### src/core/adc_correction_dma_map.vh
// Register map, field positions, reset values and timing for adc_correction_dma.
// Assumes a 125 MHz system clock and a byte-addressed register port.
//
// What this block does
// (RULE1) Input stage always differential; single-ended ties negative input to half reference.
// (RULE2) Software writes zero into a pin's 4-bit field to select analog mode.
// (RULE3) Analog-mode pin does no digital function and reads as 1 in pin input.
// (RULE4) Internal reference drives reference pin only when enabled and pin is analog.
// (RULE5) Raw signed result is added to the signed 16-bit correction offset.
// (RULE6) Sum times gain, clamped to 0x7fff/0x8000, clamp sets gain saturation flag.
// (RULE7) Corrected value divided by two gives the final sample.
// (RULE8) Gain is unsigned fixed point: bit 15 integer, bits 14..0 fraction.
// (RULE9) Reset loads offset zero and gain 0x8000, a gain of one.
// (RULE10) DMA stores corrected samples, not raw results, into the RAM buffer.
// (RULE11) Software programs an even buffer start address.
// (RULE12) Buffer length counts 16-bit samples, half the byte length.
// (RULE13) Software resets the channel, then sets load; transfers begin only after load.
// (RULE14) Wrap select: 0 linear mode, 1 auto-wrap mode.
// (RULE15) Linear mode stores length samples, stops, sets buffer full flag.
// (RULE16) Linear mode: a result after stopping, before reset or disable, sets overflow.
// (RULE17) Auto-wrap reloads pointer with start at buffer end and keeps writing.
// (RULE18) Half flag when lower half filled, full flag when upper half filled.
// (RULE19) Current write address is readable in the buffer write pointer register.
// (RULE20) Event flags clear on writing 1; writing 0 has no effect.
// (RULE21) A set flag raises the interrupt only when its mask bit is 1.
// (RULE22) Converter runs continuously; re-enable waits 21 us before first result.
// (RULE23) Pointer advances two bytes per sample; each sample is one aligned halfword.
// (RULE24) Halving is an arithmetic right shift keeping the sign.
`ifndef ADC_CORRECTION_DMA_MAP_VH
`define ADC_CORRECTION_DMA_MAP_VH

// Register byte offsets
`define REG_CONV_CFG      8'h00
`define REG_OFFSET        8'h04
`define REG_GAIN          8'h08
`define REG_BUF_START     8'h0c
`define REG_BUF_LENGTH    8'h10
`define REG_DMA_CFG       8'h14
`define REG_WRITE_PTR     8'h18
`define REG_EVENT_FLAGS   8'h1c
`define REG_EVENT_MASK    8'h20
`define REG_PIN_CONFIG    8'h24
`define REG_PIN_INPUT     8'h28
`define REG_SAMPLE        8'h2c

// Converter config fields
`define CFG_ENABLE        0
`define CFG_SINGLE_ENDED  1
// DMA config fields
`define DMA_RESET         0
`define DMA_LOAD          1
`define DMA_WRAP          2
// Event flag fields
`define FLG_OVERFLOW      0
`define FLG_SATURATE      1
`define FLG_FULL          2
`define FLG_HALF          3
`define FLG_DATA          4
`define FLG_W             5

// Reset values, clamp limits and datapath constants
`define OFFSET_RST        16'h0000
`define GAIN_RST          16'h8000
`define SAT_MAX           16'h7fff
`define SAT_MIN           16'h8000
`define GAIN_FRAC         15
`define ANALOG_MODE       4'h0
`define PTR_STEP          16'h0002

// Pins: eight pins, 4-bit field each; pin 0 is the reference pin
`define NPINS             8
`define REF_PIN           0

// Startup delay after enable, rounded up to whole cycles
`define CLK_MHZ           125
`define STARTUP_NS        21000
`define STARTUP_CYC       ((`STARTUP_NS * `CLK_MHZ + 999) / 1000)

`endif

### src/core/adc_correction_dma.v
// Offset/gain correction and buffer DMA for a sigma-delta converter.
// Assumes raw results arrive as one-cycle strobes synchronous to clk_i and
// that the RAM port accepts one halfword write in any cycle.
`timescale 1ns/10ps
`include "adc_correction_dma_map.vh"

module adc_correction_dma (
  // Clock and reset
  input  wire        clk_i,
  input  wire        resetn_i,
  // Register port
  input  wire [7:0]  addr_i,
  input  wire [31:0] wdata_i,
  input  wire        wr_i,
  input  wire        rd_i,
  output reg  [31:0] rdata_o,
  // Modulator side
  input  wire        conv_valid_i,
  input  wire [15:0] conv_data_i,
  output reg         conv_enable_o,
  output reg         neg_half_ref_o,
  output reg         vref_drive_o,
  // Pins
  input  wire [7:0]  pin_in_i,
  output reg  [7:0]  pin_digital_en_o,
  // RAM side
  output reg         mem_wr_o,
  output reg  [15:0] mem_addr_o,
  output reg  [15:0] mem_wdata_o,
  // Interrupt
  output reg         irq_o
);

  // ==========================================================
  // Constants and helpers
  localparam ST_IDLE = 3'b001;
  localparam ST_RUN  = 3'b010;
  localparam ST_STOP = 3'b100;

  function is_analog;
    input [3:0] field;
    begin
      is_analog = (field == `ANALOG_MODE);
    end
  endfunction

  // ==========================================================
  // Registers
  reg [1:0]          conv_cfg;
  reg [15:0]         offset;
  reg [15:0]         gain;
  reg [15:0]         buf_start;
  reg [15:0]         buf_length;
  reg                wrap;
  reg [31:0]         pin_config;
  reg [`FLG_W-1:0]   flags;
  reg [`FLG_W-1:0]   mask;
  reg [15:0]         sample;
  reg [2:0]          state;
  reg [15:0]         write_ptr;
  reg [15:0]         count;
  reg [11:0]         startup;
  reg                startup_done;

  wire conv_en  = conv_cfg[`CFG_ENABLE];
  wire wr_dma   = wr_i && (addr_i == `REG_DMA_CFG);
  wire dma_rst  = wr_dma && wdata_i[`DMA_RESET];
  wire dma_load = wr_dma && wdata_i[`DMA_LOAD];

  // ==========================================================
  // Correction datapath
  wire signed [16:0] sum = $signed({conv_data_i[15], conv_data_i}) +
                           $signed({offset[15], offset}); // RULE5
  // Gain is zero-extended so it multiplies as unsigned
  wire signed [33:0] prod   = sum * $signed({1'b0, gain}); // RULE8
  wire signed [33:0] scaled = prod >>> `GAIN_FRAC;
  wire               over   = scaled > $signed({18'h00000, `SAT_MAX});
  wire               under  = scaled < $signed({18'h3ffff, `SAT_MIN});
  wire [15:0]        clamped = over ? `SAT_MAX : (under ? `SAT_MIN : scaled[15:0]); // RULE6
  wire [15:0]        corrected = {clamped[15], clamped[15:1]}; // RULE7 RULE24

  // Results during the startup window are dropped; the analog front end
  // is still settling and its output is not meaningful.
  wire result = conv_valid_i && conv_en && startup_done; // RULE22

  // ==========================================================
  // DMA bookkeeping
  wire [15:0] count_next = count + 16'h0001;
  wire        at_half    = (count_next == {1'b0, buf_length[15:1]}); // RULE12
  wire        at_end     = (count_next == buf_length);
  wire        store      = result && (state == ST_RUN);
  wire        ovf_event  = result && (state == ST_STOP); // RULE16

  // ==========================================================
  // Pin input view
  wire [7:0] pin_view;
  wire [7:0] pin_analog;
  genvar g;
  generate
    for (g = 0; g < `NPINS; g = g + 1) begin : g_pin
      assign pin_analog[g] = is_analog(pin_config[4*g+3:4*g]);
      assign pin_view[g]   = pin_analog[g] ? 1'b1 : pin_in_i[g]; // RULE3
    end
  endgenerate

  // ==========================================================
  // Software registers
  always @(posedge clk_i) begin
    if (!resetn_i) begin
      conv_cfg   <= 2'h0;
      offset     <= `OFFSET_RST; // RULE9
      gain       <= `GAIN_RST;   // RULE9
      buf_start  <= 16'h0000;
      buf_length <= 16'h0000;
      wrap       <= 1'b0;
      pin_config <= 32'hffffffff;
      mask       <= 5'h00;
    end else if (wr_i) begin
      if (addr_i == `REG_CONV_CFG) begin
        conv_cfg <= wdata_i[1:0];
      end else if (addr_i == `REG_OFFSET) begin
        offset <= wdata_i[15:0];
      end else if (addr_i == `REG_GAIN) begin
        gain <= wdata_i[15:0];
      end else if (addr_i == `REG_BUF_START) begin
        // Bit 0 forced low keeps every write halfword aligned
        buf_start <= {wdata_i[15:1], 1'b0}; // RULE23
      end else if (addr_i == `REG_BUF_LENGTH) begin
        buf_length <= wdata_i[15:0];
      end else if (addr_i == `REG_DMA_CFG) begin
        wrap <= wdata_i[`DMA_WRAP]; // RULE14
      end else if (addr_i == `REG_EVENT_MASK) begin
        mask <= wdata_i[`FLG_W-1:0];
      end else if (addr_i == `REG_PIN_CONFIG) begin
        pin_config <= wdata_i;
      end
    end
  end

  // ==========================================================
  // Startup delay after each enable
  always @(posedge clk_i) begin
    if (!resetn_i || !conv_en) begin
      startup      <= 12'h000;
      startup_done <= 1'b0;
    end else if (!startup_done) begin
      if (startup == `STARTUP_CYC - 1) begin
        startup_done <= 1'b1; // RULE22
      end else begin
        startup <= startup + 12'h001;
      end
    end
  end

  // ==========================================================
  // DMA channel
  always @(posedge clk_i) begin
    if (!resetn_i) begin
      state     <= ST_IDLE;
      write_ptr <= 16'h0000;
      count     <= 16'h0000;
    end else if (dma_rst) begin
      state     <= ST_IDLE;
      write_ptr <= buf_start;
      count     <= 16'h0000;
    end else if (dma_load) begin
      state     <= ST_RUN; // RULE13
      write_ptr <= buf_start;
      count     <= 16'h0000;
    end else begin
      case (state)
        ST_RUN: begin
          if (!conv_en) begin
            state <= ST_IDLE; // RULE17
          end else if (store) begin
            if (at_end) begin
              if (wrap) begin
                write_ptr <= buf_start; // RULE17
                count     <= 16'h0000;
              end else begin
                state <= ST_STOP; // RULE15
              end
            end else begin
              write_ptr <= write_ptr + `PTR_STEP; // RULE23
              count     <= count_next;
            end
          end
        end
        ST_STOP: begin
          if (!conv_en) begin
            state <= ST_IDLE;
          end
        end
        default: begin
          state <= ST_IDLE;
        end
      endcase
    end
  end

  // ==========================================================
  // RAM write port
  always @(posedge clk_i) begin
    if (!resetn_i) begin
      mem_wr_o    <= 1'b0;
      mem_addr_o  <= 16'h0000;
      mem_wdata_o <= 16'h0000;
    end else begin
      mem_wr_o <= store && !dma_rst && !dma_load;
      // Address and data move only with a real store, so they hold between writes
      if (store && !dma_rst && !dma_load) begin
        mem_addr_o  <= write_ptr;
        mem_wdata_o <= corrected; // RULE10
      end
    end
  end

  // ==========================================================
  // Event flags: a hardware set in the same cycle as a clear wins
  reg [`FLG_W-1:0] set_bits;
  reg [`FLG_W-1:0] clr_bits;
  always @* begin
    set_bits = {`FLG_W{1'b0}};
    set_bits[`FLG_OVERFLOW] = ovf_event; // RULE16
    set_bits[`FLG_SATURATE] = result && (over || under); // RULE6
    set_bits[`FLG_FULL]     = store && at_end;  // RULE15 RULE18
    set_bits[`FLG_HALF]     = store && at_half; // RULE18
    set_bits[`FLG_DATA]     = result;
    clr_bits = {`FLG_W{1'b0}};
    if (wr_i && (addr_i == `REG_EVENT_FLAGS)) begin
      clr_bits = wdata_i[`FLG_W-1:0]; // RULE20
    end
  end

  always @(posedge clk_i) begin
    if (!resetn_i) begin
      flags  <= 5'h00;
      sample <= 16'h0000;
      irq_o  <= 1'b0;
    end else begin
      flags <= (flags & ~clr_bits) | set_bits; // RULE20
      irq_o <= |(flags & mask); // RULE21
      if (result) begin
        sample <= corrected;
      end
    end
  end

  // ==========================================================
  // Analog control outputs
  always @(posedge clk_i) begin
    if (!resetn_i) begin
      conv_enable_o    <= 1'b0;
      neg_half_ref_o   <= 1'b0;
      vref_drive_o     <= 1'b0;
      pin_digital_en_o <= 8'hff;
    end else begin
      conv_enable_o    <= conv_en;
      // Differential stage; single-ended ties the negative leg to mid reference
      neg_half_ref_o   <= conv_cfg[`CFG_SINGLE_ENDED]; // RULE1
      vref_drive_o     <= conv_en &&
                          is_analog(pin_config[4*`REF_PIN+3:4*`REF_PIN]); // RULE4
      pin_digital_en_o <= ~pin_analog; // RULE3
    end
  end

  // ==========================================================
  // Register read port, data one cycle after the strobe
  always @(posedge clk_i) begin
    if (!resetn_i) begin
      rdata_o <= 32'h00000000;
    end else if (rd_i) begin
      if (addr_i == `REG_CONV_CFG) begin
        rdata_o <= {30'h00000000, conv_cfg};
      end else if (addr_i == `REG_OFFSET) begin
        rdata_o <= {16'h0000, offset};
      end else if (addr_i == `REG_GAIN) begin
        rdata_o <= {16'h0000, gain};
      end else if (addr_i == `REG_BUF_START) begin
        rdata_o <= {16'h0000, buf_start};
      end else if (addr_i == `REG_BUF_LENGTH) begin
        rdata_o <= {16'h0000, buf_length};
      end else if (addr_i == `REG_DMA_CFG) begin
        rdata_o <= {28'h0000000, state[1], wrap, 2'h0};
      end else if (addr_i == `REG_WRITE_PTR) begin
        rdata_o <= {16'h0000, write_ptr}; // RULE19
      end else if (addr_i == `REG_EVENT_FLAGS) begin
        rdata_o <= {27'h0000000, flags};
      end else if (addr_i == `REG_EVENT_MASK) begin
        rdata_o <= {27'h0000000, mask};
      end else if (addr_i == `REG_PIN_CONFIG) begin
        rdata_o <= pin_config;
      end else if (addr_i == `REG_PIN_INPUT) begin
        rdata_o <= {24'h000000, pin_view}; // RULE3
      end else if (addr_i == `REG_SAMPLE) begin
        rdata_o <= {16'h0000, sample};
      end else begin
        rdata_o <= 32'h00000000;
      end
    end else begin
      rdata_o <= 32'h00000000;
    end
  end

endmodule

### config.mk
export PLATFORM = sky130hd
export DESIGN_NAME = adc_correction_dma
export DESIGN_NICKNAME = d
export VERILOG_FILES = /design/src/core/adc_correction_dma.v
export VERILOG_INCLUDE_DIRS = /design/src /design/src/core
export SDC_FILE = /design/constraint.sdc
export NUM_CORES = 1
export LEC_CHECK = 0
export BUFFER_PORTS_ARGS = -buffer_cell sky130_fd_sc_hd__buf_4
export CAP_MARGIN = 10
export CORE_MARGIN = 2
export CORE_UTILIZATION = 48
export DETAILED_ROUTE_END_ITERATION = 7
export GPL_TIMING_DRIVEN = 1
export PLACE_DENSITY = 0.74
export SLEW_MARGIN = 40
export SYNTH_ARGS = -nofsm -noshare
export SYNTH_HDL_FRONTEND = slang
export SYNTH_SLANG_ARGS = --single-unit
export TNS_END_PERCENT = 5
### constraint.sdc
create_clock -name clk_i -period 11.3 [get_ports clk_i]
set_input_delay 2.26 -clock clk_i [delete_from_list [all_inputs] [get_ports clk_i]]
set_output_delay 2.26 -clock clk_i [all_outputs]
set_load 0.01 [all_outputs]
==> metrics.md <==
| Metric | Value |
|---|---|
| Vias per cell | 5.84 |
| Port buffer count | 144 |
| H-tree depth | 1 |
| Synth area leader | fa_1 |
| Setup violations, final | 0 |
| Final hold viol count | 0 |
| Seq/Total Area, Yosys | 21.3% |
| Part of the power in registers | 44.7% |
| Worst reg-to-reg path cell count | 33 |
| Net Sw Frac | 23.7% |
| Routability Congestion | 0.940 |
| Number of enable flip-flop cells after synthesis | 0 |
| Via count | 19800 |
| Flip-flop and latch count after synthesis | 245 |
| Reg2reg setup slack | 1.82 ns |
| Routed Wire Length | 68800 um |
| Cell mode on critical path | fa_1 |
| CTS tree | yes |
| Cell Rows | 80 |
| Number of global-route vias before repair | 20200 |
| DRC Markers | 0 |
| Die area | 0.0497 mm^2 |
| Mapped Nets | 3134 |
| Clock buffer count from CTS | 26 |
| Number of hold buffers added after cts | 0 |
| Status | complete, no violations |
| Pre-CTS WS | -0.170 ns |
| Final Total Pwr | 1.94 mW |
| Longest Clk Path Bufs | 3 |
| First-pass GRT wire length | 111000 um |
| NetSw | 460 uW |
| 1st-iter DRT viols | 1838 |
| CP max stage cell | fa_1 |
| GR Util All Layers | 28.0% |
| Post-synth top flop | dfxtp_1 |
| Final Critical Period | 10.77 ns |
| Clock Latency Late Sink | 0.53 ns |
| Worst r2r dst | sample[8] |
| Setup bufs post-CTS | 0 |
| Clk sinks | 245 |
| Router iterations before antenna repair | 7 |
| Largest net degree at the start of global routing | 80 |
| Tcrit/Tclk final | 95.3% |
| DP Cell Count | 3339 |
| Die height | 223 um |
| Final non-filler cell total | 3384 |
| Fin util | 53.8% |
| Worst path max stage delay | 0.54 ns |
| Total grt overflow | 0 |
| Leak pwr | 11.4 nW |
| Wire per inst | 20.3 um |
| Logic gate share of total power | 8.8% |
| Slew Limit Fails | 0 |
| Critical Path End | sample[8] |
| Placeable core area | 0.0475 mm^2 |
| Post-DP HPWL | 53400 um |
| RR Startpoint | offset[0] |
| Syn Area/Cell | 8.55 um^2 |
| Arr. time, crit path | 11.17 ns |
| Design area | 0.0256 mm^2 |
| Netlist Area Pre-Place | 0.0230 mm^2 |
| Final setup margin | 0.528 ns |
| Crit path launch type | input port |
| Dpl cell area | 0.0246 mm^2 |
| Cell count after synthesis | 2688 |
| Crit end category | register |
| Clk Tree Root Cell | clkbuf_16 |
| Min-Delay Path Class | register to register |
| Post-synth top area share | 23.7% |
| Worst-Margin Slew | 0.889 ns |
| Max rail drop VDD | 0.000112 V |
| Crit. Startpoint | conv_data_i[0] |
| RSZ-0062 raised after global routing | false |
| Final net count | 3198 |
| CP required | 11.70 ns |
| Share of cells above drive strength 1 | 11.2% |
| Starting density of the core | 48.3% |
| Ys async rst share | 0% |
| Top post-synthesis cells by area | fa_1 24%, dfxtp_1 21%, nand2_1 7.1% |
| Relative slew slack | 40.6% |
| YS warnings | 0 |
| Antenna diodes | 0 |
| Pint | 1.48 mW |
| I/O Pins | 146 |
| Die W | 223 um |
| Fillers | 4314 |
| P&R area growth vs syn | 11.3% |
| Maxcap violations | 0 |
| DRT antenna net count | 0 |
| CP Class | input port to register |
| Clock power share | 46.5% |
| Max Clk Rate | 0.0928 GHz |
| Clk_skew | 0.0126 ns |
| Count of different cell masters after synthesis | 112 |
| Initial antenna violation count | 2 |
| Power Density | 75.8 mW/mm^2 |
| Clk slew on worst S/H paths | 0.06 ns |
| Crit Path Max Fanout | 16 |
==> final cells by class <==
type	count	area, um^2	area share [%]
multi-input cells	1911	16100	63.1
flip-flops and latches	245	4910	19.2
repair buffers	195	1460	5.72
inverters	373	1400	5.47
well taps	615	769	3.01
clock buffers	35	746	2.91
clock inverters	10	158	0.616
==> flip-flops by register name, summed over array words and instances (netlist names), 2 cells and up <==
register,flops
flags,5
mem_addr_o,15
offset,16
sample,15
state,3
pin_config,32
count,16
buf_length,16
startup,12
pin_digital_en_o,8
conv_cfg,2
write_ptr,15
buf_start,15
mem_wdata_o,15
mask,5
gain,16
rdata_o,32
==> kinds of logic (layout without fill, tap and decap cells) <==
group           count (synthesis)  count (layout)  synth area share (%)
fa+ha+maj                     383             383                  29.7
buf+inv                       532             613                  9.08
mux                            28              28                  1.22
other cells                     1               1                0.0163
simple gates                  968             968                  20.6
flops                         245             245                  21.3
compound gates                444             444                  14.0
xor+xnor                       87              87                  4.08
==> placed cells by master, fill, tap and decap left out, drive strengths merged, types with 21 or more instances in the layout <==
cell    netlist  routed
a21boi       65      65
a21oi        66      66
a31oi        27      27
and2        110     110
and3         42      42
buf          19     195
clkbuf      139      35
dfxtp       245     245
fa          272     272
ha          105     105
inv         372     372
mux2i        27      27
nand2       432     432
nand3        97      97
nor2        113     113
nor2b        54      54
nor3         32      32
nor4         26      26
o21ai        67      67
o311ai       35      35
xnor2        55      55
xor2         21      21
==> cell usage after synthesis (16+ instances only) <==
| cell | count |
|---|---|
| nand2_1 | 432 |
| inv_1 | 371 |
| fa_1 | 272 |
| dfxtp_1 | 245 |
| clkbuf_1 | 134 |
| nor2_1 | 110 |
| and2_1 | 108 |
| ha_1 | 105 |
| nand3_1 | 96 |
| a21oi_1 | 66 |
| o21ai_0 | 65 |
| a21boi_0 | 63 |
| xnor2_1 | 55 |
| nor2b_1 | 54 |
| and3_1 | 39 |
| o311ai_0 | 34 |
| nor3_1 | 30 |
| mux2i_1 | 27 |
| a31oi_1 | 26 |
| nor4_1 | 23 |
| xor2_1 | 21 |
| o211ai_1 | 19 |
| o31ai_1 | 19 |
| a22oi_1 | 18 |
| a222oi_1 | 16 |
==> what timing repair did <==
| action | in CTS | in global routing |
|---|---|---|
| endpoints found under the setup margin | 0 | 29 |
| hold endpoints to repair | 0 | 0 |
| gates resized for setup | 0 | 7 |
==> routing by layer <==
layer | part of all wire [%] | track usage (%) | up-vias | routed length [um]
met5 | 0 | 0 | - | 0
met4 | 4.7 | 12.0 | 0 | 3260
met3 | 8.1 | 3.91 | 189 | 5560
met2 | 46 | 44.7 | 872 | 31600
met1 | 41 | 38.2 | 9735 | 28300
li1 | - | - | 8982 | -
==> critical path, delay by kind of cell <==
kind | cells | cell delay, ns
simple gates | 4 | 0.84
compound gates | 14 | 3.47
fa+ha+maj | 9 | 3.81
buf+inv | 8 | 0.76
==> worst min path at each step <==
stage	startpoint	to	slack, ns	cells past startpoint
final	mem_addr_o[14]	mem_addr_o[14]	0.47	2
after global routing	mem_addr_o[3]	mem_addr_o[3]	0.49	2
after CTS	mem_addr_o[14]	mem_addr_o[14]	0.47	2
after detailed placement	mem_addr_o[14]	mem_addr_o[14]	0.46	2
after global placement	mem_addr_o[14]	mem_addr_o[14]	0.46	2
after floorplan	sample[13]	sample[13]	0.44	2
==> power groups by stage <==
stage / registers [mW] / logic [mW] / clock network [mW]
after floorplan: 0.885 / 0.0967 / 0
after global placement: 0.886 / 0.161 / 0
after detailed placement: 0.886 / 0.164 / 0
after CTS: 0.867 / 0.166 / 0.906
after global routing: 0.867 / 0.183 / 0.940
final: 0.867 / 0.170 / 0.902
==> per-stage QoR <==
stage,TNS (ns),hold WS [ns]
2_1_floorplan,0,0.437
3_3_place_gp,0,0.459
3_5_place_dp,-3.18,0.460
4_1_cts,0,0.469
5_1_grt,0,0.492
6_report,0,0.468
Note: power is estimated with default switching activity, not from simulation.
